$ cat src/ssr_pkg.sv
/*
  Shared constants and types for the synchronous SRAM access pair.
  Assumes one 20 MHz clock shared by both ends.
*/
package ssr_pkg;
  localparam int CLK_PERIOD_PS = 50000;
  localparam int POWER_WAIT_MS = 1;
  // Least time rounds up to whole cycles
  localparam int POWER_WAIT_CYC =
    (POWER_WAIT_MS * 1000000000 + CLK_PERIOD_PS - 1) / CLK_PERIOD_PS;
  localparam int DATA_W = 32;
  localparam int ADDR_W = 10;
  localparam int LANES = 4;
  localparam int FIFO_DEPTH = 8;
  // Edges left after the strobe edge before the read answer is sampled
  localparam logic [1:0] READ_LATENCY_WAIT = 2'h2;
  localparam logic [1:0] OP_READ = 2'h0;
  localparam logic [1:0] OP_WRITE = 2'h1;
  localparam logic [1:0] OP_SLEEP = 2'h2;
  localparam logic [1:0] OP_WAKE = 2'h3;
  localparam int CMD_W = 2 + ADDR_W + DATA_W;
  typedef enum logic [2:0] {
    SSR_POWER, SSR_IDLE, SSR_DESEL, SSR_SLEEP, SSR_READ_WAIT
  } ssr_host_state_e;
endpackage
$ cat src/ssr_bus_if.sv
/*
  Synchronous SRAM bus between controller and memory.
  Each data direction has its own lines and its own drive enable.
*/
`timescale 1ns/100ps
interface ssr_bus_if
  import ssr_pkg::*;
();
  logic chip_enable_first_n;
  logic chip_enable_second;
  logic chip_enable_third_n;
  logic global_write_n;
  logic byte_write_gate_n;
  logic [LANES-1:0] byte_lane_write_n;
  logic processor_addr_strobe_n;
  logic controller_addr_strobe_n;
  logic sleep_request;
  logic [ADDR_W-1:0] addr;
  logic [DATA_W-1:0] host_dq;
  logic host_dq_oe;
  logic [DATA_W-1:0] mem_dq;
  logic mem_dq_oe;
  modport ctrl (
    output chip_enable_first_n, chip_enable_second, chip_enable_third_n,
    output global_write_n, byte_write_gate_n, byte_lane_write_n,
    output processor_addr_strobe_n, controller_addr_strobe_n, sleep_request,
    output addr, host_dq, host_dq_oe,
    input mem_dq, mem_dq_oe
  );
  modport mem (
    input chip_enable_first_n, chip_enable_second, chip_enable_third_n,
    input global_write_n, byte_write_gate_n, byte_lane_write_n,
    input processor_addr_strobe_n, controller_addr_strobe_n, sleep_request,
    input addr, host_dq, host_dq_oe,
    output mem_dq, mem_dq_oe
  );
endinterface

$ cat src/ssr_ctrl.sv
/*
  Controller end: queues read/write/sleep commands through a FIFO and
  drives the synchronous SRAM bus. Assumes the memory end shares mclk.
*/
`timescale 1ns/100ps
// Function
// - Select only with enables low, high, low
// - Full write: global low, or gate+lanes low
// - Read data high-Z after write until strobe
// - Deselect the device before requesting sleep
// - Data lines high-Z on leaving sleep
// - Wait 1 ms after power before access
module ssr_ctrl
  import ssr_pkg::*;
#(
  parameter int POWER_CYCLES = POWER_WAIT_CYC
) (
  input wire logic mclk,
  input wire logic sys_rst,
  input wire logic cmd_valid,
  output logic cmd_ready,
  input wire logic [1:0] cmd_op,
  input wire logic [ADDR_W-1:0] cmd_addr,
  input wire logic [DATA_W-1:0] cmd_wdata,
  output logic rd_valid,
  output logic [DATA_W-1:0] rd_data,
  output logic powered,
  ssr_bus_if.ctrl bus
);
  if (POWER_CYCLES < 1) begin : g_bad_power
    $error("POWER_CYCLES must be at least 1");
  end
  logic q_valid;
  logic q_ready;
  logic [CMD_W-1:0] q_data;
  logic [1:0] q_op;
  ssr_host_state_e state;
  logic [31:0] pwr_cnt;
  logic [1:0] rd_wait;
  logic issue;
  logic issue_wr;
  logic lane_form;
  // Only reads and writes start bus cycles; sleep and wake only move the sleep request line
  function automatic logic is_access(input logic [1:0] op);
    is_access = op == OP_READ || op == OP_WRITE;
  endfunction
  assign q_op = q_data[CMD_W-1 -: 2];
  // One bus cycle for each read or write popped from the queue
  assign issue = state == SSR_IDLE && q_ready && is_access(q_op);
  assign issue_wr = issue && q_op == OP_WRITE;
  // Odd addresses use the byte gate form, so both full-width forms are used
  assign lane_form = q_data[DATA_W];
  ssr_fifo #(.WIDTH(CMD_W), .DEPTH(FIFO_DEPTH)) u_fifo (
    .mclk(mclk),
    .sys_rst(sys_rst),
    .in_valid(cmd_valid),
    .in_ready(cmd_ready),
    .in_data({cmd_op, cmd_addr, cmd_wdata}),
    .out_valid(q_valid),
    .out_ready(q_ready),
    .out_data(q_data)
  );
  // Commands are only consumed from idle or sleep; sleep state consumes wake only
  assign q_ready = q_valid && ((state == SSR_IDLE && q_op != OP_WAKE)
    || (state == SSR_SLEEP && q_op == OP_WAKE) || (state == SSR_IDLE && q_op == OP_WAKE));
  always_ff @(posedge mclk or posedge sys_rst) begin
    if (sys_rst) begin
      pwr_cnt <= '0;
    end else if (pwr_cnt != POWER_CYCLES) begin
      pwr_cnt <= pwr_cnt + 32'h1;
    end
  end
  assign powered = state != SSR_POWER;
  always_ff @(posedge mclk or posedge sys_rst) begin
    if (sys_rst) begin
      state <= SSR_POWER;
    end else begin
      case (state)
        SSR_POWER: begin
          if (pwr_cnt == POWER_CYCLES) begin
            state <= SSR_IDLE;
          end
        end
        SSR_IDLE: begin
          if (q_valid && q_op == OP_SLEEP) begin
            state <= SSR_DESEL;
          end else if (q_valid && q_op == OP_READ) begin
            state <= SSR_READ_WAIT;
          end
        end
        SSR_DESEL: begin
          state <= SSR_SLEEP;
        end
        SSR_SLEEP: begin
          if (q_valid && q_op == OP_WAKE) begin
            state <= SSR_IDLE;
          end
        end
        SSR_READ_WAIT: begin
          if (rd_wait == 2'h0) begin
            state <= SSR_IDLE;
          end
        end
        default: begin
          state <= SSR_IDLE;
        end
      endcase
    end
  end
  // Memory drives two edges after the strobe edge; the answer is taken one edge later
  always_ff @(posedge mclk or posedge sys_rst) begin
    if (sys_rst) begin
      rd_wait <= 2'h0;
    end else if (state == SSR_IDLE && q_ready && q_op == OP_READ) begin
      rd_wait <= READ_LATENCY_WAIT;
    end else if (rd_wait != 2'h0) begin
      rd_wait <= rd_wait - 2'h1;
    end
  end
  // Bus outputs registered so the memory sees them at the next rising edge
  always_ff @(posedge mclk or posedge sys_rst) begin
    if (sys_rst) begin
      bus.chip_enable_first_n <= 1'b1;
      bus.chip_enable_second <= 1'b0;
      bus.chip_enable_third_n <= 1'b1;
    end else if (issue) begin
      bus.chip_enable_first_n <= 1'b0;
      bus.chip_enable_second <= 1'b1;
      bus.chip_enable_third_n <= 1'b0;
    end else begin
      bus.chip_enable_first_n <= 1'b1;
      bus.chip_enable_second <= 1'b0;
      bus.chip_enable_third_n <= 1'b1;
    end
  end
  always_ff @(posedge mclk or posedge sys_rst) begin
    if (sys_rst) begin
      bus.global_write_n <= 1'b1;
    end else begin
      bus.global_write_n <= !(issue_wr && !lane_form);
    end
  end
  // Full width through the gate needs every lane control low as well
  always_ff @(posedge mclk or posedge sys_rst) begin
    if (sys_rst) begin
      bus.byte_write_gate_n <= 1'b1;
      bus.byte_lane_write_n <= '1;
    end else if (issue_wr && lane_form) begin
      bus.byte_write_gate_n <= 1'b0;
      bus.byte_lane_write_n <= '0;
    end else begin
      bus.byte_write_gate_n <= 1'b1;
      bus.byte_lane_write_n <= '1;
    end
  end
  // Processor strobe stays idle; this end only issues controller cycles
  always_ff @(posedge mclk or posedge sys_rst) begin
    if (sys_rst) begin
      bus.processor_addr_strobe_n <= 1'b1;
      bus.controller_addr_strobe_n <= 1'b1;
    end else begin
      bus.processor_addr_strobe_n <= 1'b1;
      bus.controller_addr_strobe_n <= !issue;
    end
  end
  always_ff @(posedge mclk or posedge sys_rst) begin
    if (sys_rst) begin
      bus.addr <= '0;
    end else if (issue) begin
      bus.addr <= q_data[DATA_W +: ADDR_W];
    end
  end
  always_ff @(posedge mclk or posedge sys_rst) begin
    if (sys_rst) begin
      bus.host_dq <= '0;
      bus.host_dq_oe <= 1'b0;
    end else begin
      bus.host_dq_oe <= issue_wr;
      if (issue_wr) begin
        bus.host_dq <= q_data[DATA_W-1:0];
      end
    end
  end
  always_ff @(posedge mclk or posedge sys_rst) begin
    if (sys_rst) begin
      bus.sleep_request <= 1'b0;
    end else if (state == SSR_DESEL) begin
      bus.sleep_request <= 1'b1;
    end else if (state == SSR_SLEEP && q_ready) begin
      bus.sleep_request <= 1'b0;
    end
  end
  always_ff @(posedge mclk or posedge sys_rst) begin
    if (sys_rst) begin
      rd_valid <= 1'b0;
    end else begin
      rd_valid <= state == SSR_READ_WAIT && rd_wait == 2'h0 && bus.mem_dq_oe;
    end
  end
  always_ff @(posedge mclk or posedge sys_rst) begin
    if (sys_rst) begin
      rd_data <= '0;
    end else if (state == SSR_READ_WAIT && rd_wait == 2'h0) begin
      rd_data <= bus.mem_dq;
    end
  end
endmodule

$ cat src/ssr_fifo.sv
/*
  Small synchronous FIFO with valid/ready on both sides.
  Assumes a single clock and an asynchronous active-high reset.
*/
`timescale 1ns/100ps
module ssr_fifo #(
  parameter int WIDTH = 8,
  parameter int DEPTH = 8
) (
  input wire logic mclk,
  input wire logic sys_rst,
  input wire logic in_valid,
  output logic in_ready,
  input wire logic [WIDTH-1:0] in_data,
  output logic out_valid,
  input wire logic out_ready,
  output logic [WIDTH-1:0] out_data
);
  localparam int AW = $clog2(DEPTH);
  if (DEPTH < 2 || (1 << AW) != DEPTH) begin : g_bad_depth
    $error("DEPTH must be a power of two");
  end
  logic [WIDTH-1:0] mem [DEPTH];
  logic [AW:0] wr_ptr;
  logic [AW:0] rd_ptr;
  logic [AW:0] fill;
  assign fill = wr_ptr - rd_ptr;
  assign in_ready = fill != DEPTH[AW:0];
  assign out_valid = fill != '0;
  assign out_data = mem[rd_ptr[AW-1:0]];
  always_ff @(posedge mclk or posedge sys_rst) begin
    if (sys_rst) begin
      wr_ptr <= '0;
    end else if (in_valid && in_ready) begin
      wr_ptr <= wr_ptr + 1'b1;
    end
  end
  always_ff @(posedge mclk) begin
    if (in_valid && in_ready) begin
      mem[wr_ptr[AW-1:0]] <= in_data;
    end
  end
  always_ff @(posedge mclk or posedge sys_rst) begin
    if (sys_rst) begin
      rd_ptr <= '0;
    end else if (out_valid && out_ready) begin
      rd_ptr <= rd_ptr + 1'b1;
    end
  end
endmodule

$ cat src/flat_wrapper.sv
// flat-port wrapper written by rule: the top's interface ports become plain ports
module ssr_ctrl_flat import ssr_pkg::*;
#(
  parameter int POWER_CYCLES = POWER_WAIT_CYC
)
  (mclk, sys_rst, cmd_valid, cmd_ready, cmd_op, cmd_addr, cmd_wdata, rd_valid, rd_data, powered, bus_chip_enable_first_n, bus_chip_enable_second, bus_chip_enable_third_n, bus_global_write_n, bus_byte_write_gate_n, bus_byte_lane_write_n, bus_processor_addr_strobe_n, bus_controller_addr_strobe_n, bus_sleep_request, bus_addr, bus_host_dq, bus_host_dq_oe, bus_mem_dq, bus_mem_dq_oe);
  ssr_bus_if bus_i ();
  input wire logic mclk;
  input wire logic sys_rst;
  input wire logic cmd_valid;
  output logic cmd_ready;
  input wire logic [1:0] cmd_op;
  input wire logic [ADDR_W-1:0] cmd_addr;
  input wire logic [DATA_W-1:0] cmd_wdata;
  output logic rd_valid;
  output logic [DATA_W-1:0] rd_data;
  output logic powered;
  output wire logic [$bits(bus_i.chip_enable_first_n)-1:0] bus_chip_enable_first_n;
  output wire logic [$bits(bus_i.chip_enable_second)-1:0] bus_chip_enable_second;
  output wire logic [$bits(bus_i.chip_enable_third_n)-1:0] bus_chip_enable_third_n;
  output wire logic [$bits(bus_i.global_write_n)-1:0] bus_global_write_n;
  output wire logic [$bits(bus_i.byte_write_gate_n)-1:0] bus_byte_write_gate_n;
  output wire logic [$bits(bus_i.byte_lane_write_n)-1:0] bus_byte_lane_write_n;
  output wire logic [$bits(bus_i.processor_addr_strobe_n)-1:0] bus_processor_addr_strobe_n;
  output wire logic [$bits(bus_i.controller_addr_strobe_n)-1:0] bus_controller_addr_strobe_n;
  output wire logic [$bits(bus_i.sleep_request)-1:0] bus_sleep_request;
  output wire logic [$bits(bus_i.addr)-1:0] bus_addr;
  output wire logic [$bits(bus_i.host_dq)-1:0] bus_host_dq;
  output wire logic [$bits(bus_i.host_dq_oe)-1:0] bus_host_dq_oe;
  input wire logic [$bits(bus_i.mem_dq)-1:0] bus_mem_dq;
  input wire logic [$bits(bus_i.mem_dq_oe)-1:0] bus_mem_dq_oe;
  assign bus_chip_enable_first_n = bus_i.chip_enable_first_n;
  assign bus_chip_enable_second = bus_i.chip_enable_second;
  assign bus_chip_enable_third_n = bus_i.chip_enable_third_n;
  assign bus_global_write_n = bus_i.global_write_n;
  assign bus_byte_write_gate_n = bus_i.byte_write_gate_n;
  assign bus_byte_lane_write_n = bus_i.byte_lane_write_n;
  assign bus_processor_addr_strobe_n = bus_i.processor_addr_strobe_n;
  assign bus_controller_addr_strobe_n = bus_i.controller_addr_strobe_n;
  assign bus_sleep_request = bus_i.sleep_request;
  assign bus_addr = bus_i.addr;
  assign bus_host_dq = bus_i.host_dq;
  assign bus_host_dq_oe = bus_i.host_dq_oe;
  assign bus_i.mem_dq = bus_mem_dq;
  assign bus_i.mem_dq_oe = bus_mem_dq_oe;
  ssr_ctrl #(.POWER_CYCLES(POWER_CYCLES)) u_core (.mclk(mclk), .sys_rst(sys_rst), .cmd_valid(cmd_valid), .cmd_ready(cmd_ready), .cmd_op(cmd_op), .cmd_addr(cmd_addr), .cmd_wdata(cmd_wdata), .rd_valid(rd_valid), .rd_data(rd_data), .powered(powered), .bus(bus_i));
endmodule
$ cat config.mk
export PLATFORM = sky130hd
export DESIGN_NAME = ssr_ctrl_flat
export DESIGN_NICKNAME = d
export VERILOG_FILES = /design/src/ssr_pkg.sv /design/src/ssr_bus_if.sv /design/src/ssr_ctrl.sv /design/src/ssr_fifo.sv /design/src/flat_wrapper.sv
export SDC_FILE = /design/constraint.sdc
export NUM_CORES = 1
export LEC_CHECK = 0
export ABC_AREA = 0
export ABC_CLOCK_PERIOD_IN_PS = 10400
export BUFFER_PORTS_ARGS = -buffer_cell sky130_fd_sc_hd__buf_2
export CAP_MARGIN = 15
export CELL_PAD_IN_SITES_DETAIL_PLACEMENT = 0
export CELL_PAD_IN_SITES_GLOBAL_PLACEMENT = 1
export CORE_UTILIZATION = 23
export CTS_CLUSTER_DIAMETER = 60
export DETAILED_ROUTE_END_ITERATION = 10
export PLACE_DENSITY_LB_ADDON = 0.12
export RECOVER_POWER = 50
export SLEW_MARGIN = 30
export SYNTH_ARGS = -nofsm -noshare
export SYNTH_HDL_FRONTEND = slang
export SYNTH_SLANG_ARGS = --single-unit
$ cat constraint.sdc
create_clock -name mclk -period 10.4 [get_ports mclk]
set_clock_uncertainty 0.2 [all_clocks]
set_input_delay 2.08 -clock mclk [delete_from_list [all_inputs] [get_ports mclk]]
set_output_delay 2.08 -clock mclk [all_outputs]
set_load 0.01 [all_outputs]
# Word level (Yosys, flattened, before mapping)

Memories as Yosys holds them, arrays and structs flattened.
Index checks and enable logic that the tools add are counted.

Bits in registers: 131
Memory bits (writable): 352
Input bits: 80
Output and inout bits: 90
Logic and storage cells: 87
Memories: 1

Memory list:

| memory            | words | width | rd ports | clocked after Yosys merged registers in | wr ports | RTL line       | RTL |
|---|---|---|---|---|---|---|---|
| u_core.u_fifo.mem | 8     | 44    | 1        | 0                                       | 1        | ssr_fifo.sv:23 | `logic [WIDTH-1:0] mem [DEPTH];` |

$add $sub $neg: 5
Eq/ne operators: 15
Mux-type cells: 16
Reductions and logical operators: 33

Operator list:

| kind                                                                    | number |
|---|---|
| 32-bit by 1-bit adder with 32-bit output, second input constant         | 1 |
| 32-bit by 15-bit equality test with 1-bit output, second input constant | 1 |
| 32-bit by 15-bit != test with 1-bit output, second input constant       | 1 |
| 1-bit logical AND                                                       | 18 |
| 3-bit two-way mux                                                       | 5 |
| 3-bit one-hot mux with 5 select lines                                   | 1 |
| 4-bit by 1-bit adder with 4-bit output, second input constant           | 2 |
| 1-bit two-way mux                                                       | 7 |
| 3-bit by 2-bit equality test with 1-bit output, second input constant   | 2 |
| 2-bit nonzero test                                                      | 3 |
| 2-bit equality test, second input constant                              | 2 |
| 2-bit zero test                                                         | 2 |
| 2-bit two-way mux                                                       | 2 |
| 4-bit two-way mux                                                       | 1 |
| 2-bit by 1-bit != test with 1-bit output, second input constant         | 2 |
| 2-bit != test, second input constant                                    | 2 |
| 4-bit != test, second input constant                                    | 1 |
| 4-bit AND reduction                                                     | 1 |
| 4-bit nonzero test                                                      | 1 |
| 4-bit subtractor                                                        | 1 |
| 3-bit by 1-bit equality test with 1-bit output, second input constant   | 1 |
| 3-bit equality test, second input constant                              | 1 |
| 1-bit zero test                                                         | 3 |
| 3-bit zero test                                                         | 1 |
| 5 further kinds                                                         | 7 |

# Depth between registers and ports, before layout

An unclocked memory read counts as a cell.

Word-level depth: 11
Mapped depth: 11
Depth with buffers taken out: 8

# Modules after synthesis

Synthesis repeated with hierarchy kept, for this count alone.

Cell total of the unflattened synthesis: 1031
Area, all modules: 18793.0 µm²

Modules (own cells, without submodules):

| module   | times used | cells an instance | area each (µm²) | seq. area each (µm²) |
|---|---|---|---|---|
| ssr_fifo | 1          | 666               | 13822.0         | 10770.3 |
| ssr_ctrl | 1          | 365               | 4971.0          | 2956.6 |

# Least setup slack after synthesis

Ideal clock, no wire load.

Path type: input -> register
From: input cmd_valid
To: memory u_core.u_fifo.mem[7][0] (netlist bit) (enable)
Setup time: 504 ps
Arrival time: 5301 ps
Data required time: 9696 ps
Setup slack: 4394 ps
Cell stages on the path: 2
Buffers on the path: 0
Cell sequence: o41ai_1 > nor3_1

Word-level cells in the longest chain between the ends: 3

Ends and longest elaborated chain:

| what                                    | RTL line           | RTL |
|---|---|---|
| start: declaration                      | flat_wrapper.sv:10 | `input wire logic cmd_valid;` |
| 1-bit logical AND                       | ssr_fifo.sv:39     | `if (in_valid && in_ready) begin` |
| 1-bit two-way mux                       | ssr_fifo.sv:39     |  |
| 1-bit two-way mux (not written as such) | ssr_fifo.sv:40     | `mem[wr_ptr[AW-1:0]] <= in_data;` |
| end: declaration                        | ssr_fifo.sv:23     |  |

No other way between the ends.

# Worst setup path in the final report

From: register u_core.u_fifo.rd_ptr[2]
To: output cmd_ready

Word-level cells in the longest chain between the ends: 2

Ends and longest elaborated chain:

| what                     | RTL line           | RTL |
|---|---|---|
| start: declaration       | ssr_fifo.sv:25     | `logic [AW:0] rd_ptr;` |
| start signal: assignment | ssr_fifo.sv:47     | `rd_ptr <= rd_ptr + 1'b1;` |
| 4-bit subtractor         | ssr_fifo.sv:27     | `assign fill = wr_ptr - rd_ptr;` |
| 4-bit != test            | ssr_fifo.sv:28     | `assign in_ready = fill != DEPTH[AW:0];` |
| end: declaration         | flat_wrapper.sv:11 | `output logic cmd_ready;` |

No other way between the ends.

==> impl_metrics.json <==
{
  "synth_most_common_cell": "edfxtp_1",
  "start_util_pct": 23.32,
  "nets": 1281,
  "routedWlPerCell_um": 19.79,
  "syn_to_final_growth_pct": 22.32,
  "crit_required_ps": 8120,
  "ys_seq_area_share_pct": 74.26,
  "slew_violations": 105,
  "synth.area.mux_share_pct": 15.65,
  "wl_met2_um": 21560,
  "powerDensity_nw_per_um2": 213.6,
  "drv_cap": 2,
  "dieHeight_um": 285.5,
  "p_leak_nw": 8.333,
  "yosysTopAreaCell": "edfxtp_1",
  "critical_path_class": "reg2out",
  "gr-total-overflow": 0,
  "final_cells": 2297,
  "clock-sinks": 478,
  "gp_congestion": 0.6501,
  "grt_max_degree": 70,
  "synth_common_cells": "edfxtp_1, nand2_1, dfrtp_1",
  "yosys.area_share.simple_pct": 5.625,
  "grt_pass1_wl_um": 68390,
  "cts-resized-gates": 0,
  "slew-limit-headroom_pct": -138.6,
  "rows": 103,
  "grt_antenna_before_repair": 7,
  "critical_path_arrival_ps": 3610,
  "clock_path_buffers": 3,
  "status": "complete, but fails checks",
  "setup_slack_ps": 4511,
  "ys_ff_latch": 478,
  "yosysWarnings": 0,
  "first_pass_iters": 4,
  "synth_fa_ha_area_share_pct": 0.5415,
  "fin_crit_sh_pct": 56.62,
  "postSynthAreaPerCell_sq_um": 18.63,
  "place_hpwl_um": 24830,
  "wl_met1_um": 20440,
  "postCtsHoldBufs": 0,
  "synth_top_family_by_area": "multiplexers",
  "io_buffers": 168,
  "synth_cell_types": 47,
  "hold_class": "reg2reg",
  "syn_area_sq_um": 18490,
  "dr_wl_met3_um": 2079,
  "violations": "max-capacitance violations, max-slew violations",
  "path_clk_slew_ps": 50,
  "setup_tns_ps": 0,
  "netlist.area_leader.share_pct": 57.18,
  "synth_area_leaders": "edfxtp_1, dfrtp_1, mux4_2",
  "cts_tree": "built",
  "clk_latency_ps": 640,
  "pin_count": 170,
  "antenna_left": 0,
  "fmax_ghz": 0.1698,
  "coreArea_sq_um": 79260,
  "cts_buffers": 60,
  "clockRootBuffer": "clkbuf_16",
  "cts.htree.levels": 2,
  "synth_top_flop_cell": "edfxtp_1",
  "top_layer_used": "met5",
  "crit_path_start_kind": "flip-flop",
  "end_kind": "output port",
  "wirelength_um": 45470,
  "grt_use_total_pct": 11.27,
  "async_reset_ff_share_pct": 26.36,
  "hold_viol_final": 0,
  "final_core_util_pct": 28.53,
  "drtIter0Drc": 508,
  "synthXorXnorAreaFrac_pct": 1.895,
  "layout-drive-gt1-share_pct": 31.65,
  "crit_fanout": 35,
  "drc": 0,
  "fp.dieW_um": 285.5,
  "num_vias": 9419,
  "period_needed_ps": 5889,
  "pre_cts_ws_ps": 4547,
  "dp_cells": 2180,
  "first_global_vias": 10310,
  "synth_compound_area_share_pct": 0.5212,
  "setup_violations": 0,
  "worst_ir_drop_vdd_v": 0.0001297,
  "die_area_sq_um": 81510,
  "cts_setup_buffers": 0,
  "synth_nets": 1080,
  "via_per_inst": 4.101,
  "synth-edff-count": 352,
  "rsz0062_at_grt": "false",
  "syn_inst": 992,
  "tightest_slew_ps": 3559
}
report_power, final:
group,internal [mW],switching [mW]
Combinational,0.103,0.271
Clock,1.27,0.850
Sequential,2.29,0.0465
Total,3.66,1.17
state kept, by name (all words and copies together) (netlist names), 2 cells and up:
name	count
u_core.state	3
u_core.u_fifo.rd_ptr	4
u_core.rd_wait	2
u_core.bus.host_dq	32
u_core.bus.addr	10
u_core.pwr_cnt	32
u_core.u_fifo.wr_ptr	4
u_core.rd_data	32
u_core.u_fifo.mem	352
worst max-delay path, cell delays in order (launching register included):
cell and delay (ps):
dfrtp_2 380, buf_4 260, inv_2 710, ha_1 410, a21oi_1 260, a21oi_1 140, or4_1 580, buf_2 200
layer usage:
layer	global-route usage, %	vias up
li1	-	4215
met1	14.63	4891
met2	18.41	211
met3	2.472	94
met4	4.118	8
met5	0	-
final cells by class:
class,count,area [sq um]
fill,7918,56650
sequential,478,13740
multi-input combinational,456,4538
clock buffer,83,1659
tap,1050,1314
timing repair buffer,185,929.6
clock inverter,31,384.1
inverter,12,46.29
antenna,2,5.005
worst paths after layout:
kind | from | to | slack, ps | depth (start not counted)
worst max-delay path | u_core.u_fifo.rd_ptr[2]$_DFFE_PP0P_ | cmd_ready | 4510 | 7
worst min-delay path | u_core.pwr_cnt[31]$_DFFE_PP0N_ | u_core.pwr_cnt[31]$_DFFE_PP0N_ | 280 | 1
worst max register to register | u_core.u_fifo.rd_ptr[2]$_DFFE_PP0P_ | u_core.u_fifo.mem[1][1]$_DFFE_PP_ | 5780 | 9
worst min register to register | u_core.pwr_cnt[31]$_DFFE_PP0N_ | u_core.pwr_cnt[31]$_DFFE_PP0N_ | 280 | 1
max in group asynchronous | sys_rst | u_core.u_fifo.rd_ptr[2]$_DFFE_PP0P_ | 5880 | 3
min in group asynchronous | sys_rst | u_core.rd_data[23]$_DFFE_PP0P_ | 2290 | 2
kinds of logic after synthesis:
group / after synthesis
AND/OR/NAND/NOR: 224
AO/OA/AOI/OAI: 14
multiplexers: 169
flip-flops: 478
XOR/XNOR: 40
buffers and inverters: 58
other: 1
adder cells (fa/ha/maj): 8
per-stage QoR:
step	power (mW)	hold WS [ps]	area, sq um
4_1_cts	4.944	277.0	22660
5_1_grt	5.040	298.6	22610
3_5_place_dp	2.771	266.5	20610
6_report	4.829	275.9	22610
2_1_floorplan	2.575	245.9	18490
3_3_place_gp	2.765	264.1	20600
cell usage in the layout (no fill, tap or decap), drive strengths merged, types with 2 or more instances in the layout:
cell      count
edfxtp      352
nand2       146
buf         140
clkbuf      128
dfrtp       123
mux4         88
mux2         80
xnor2        30
clkinv       16
inv          16
nand3        15
and3         11
nor2         11
xor2         10
ha            8
nor4          8
nand4         6
bufinv        6
nor3          6
clkinvlp      5
a21oi         4
nand2b        4
and2          4
and4          3
nor4b         3
dfstp         3
diode         2
or3           2
o21ai         2
or4           2
o41ai         2
Power figures use the tool's default switching activity.
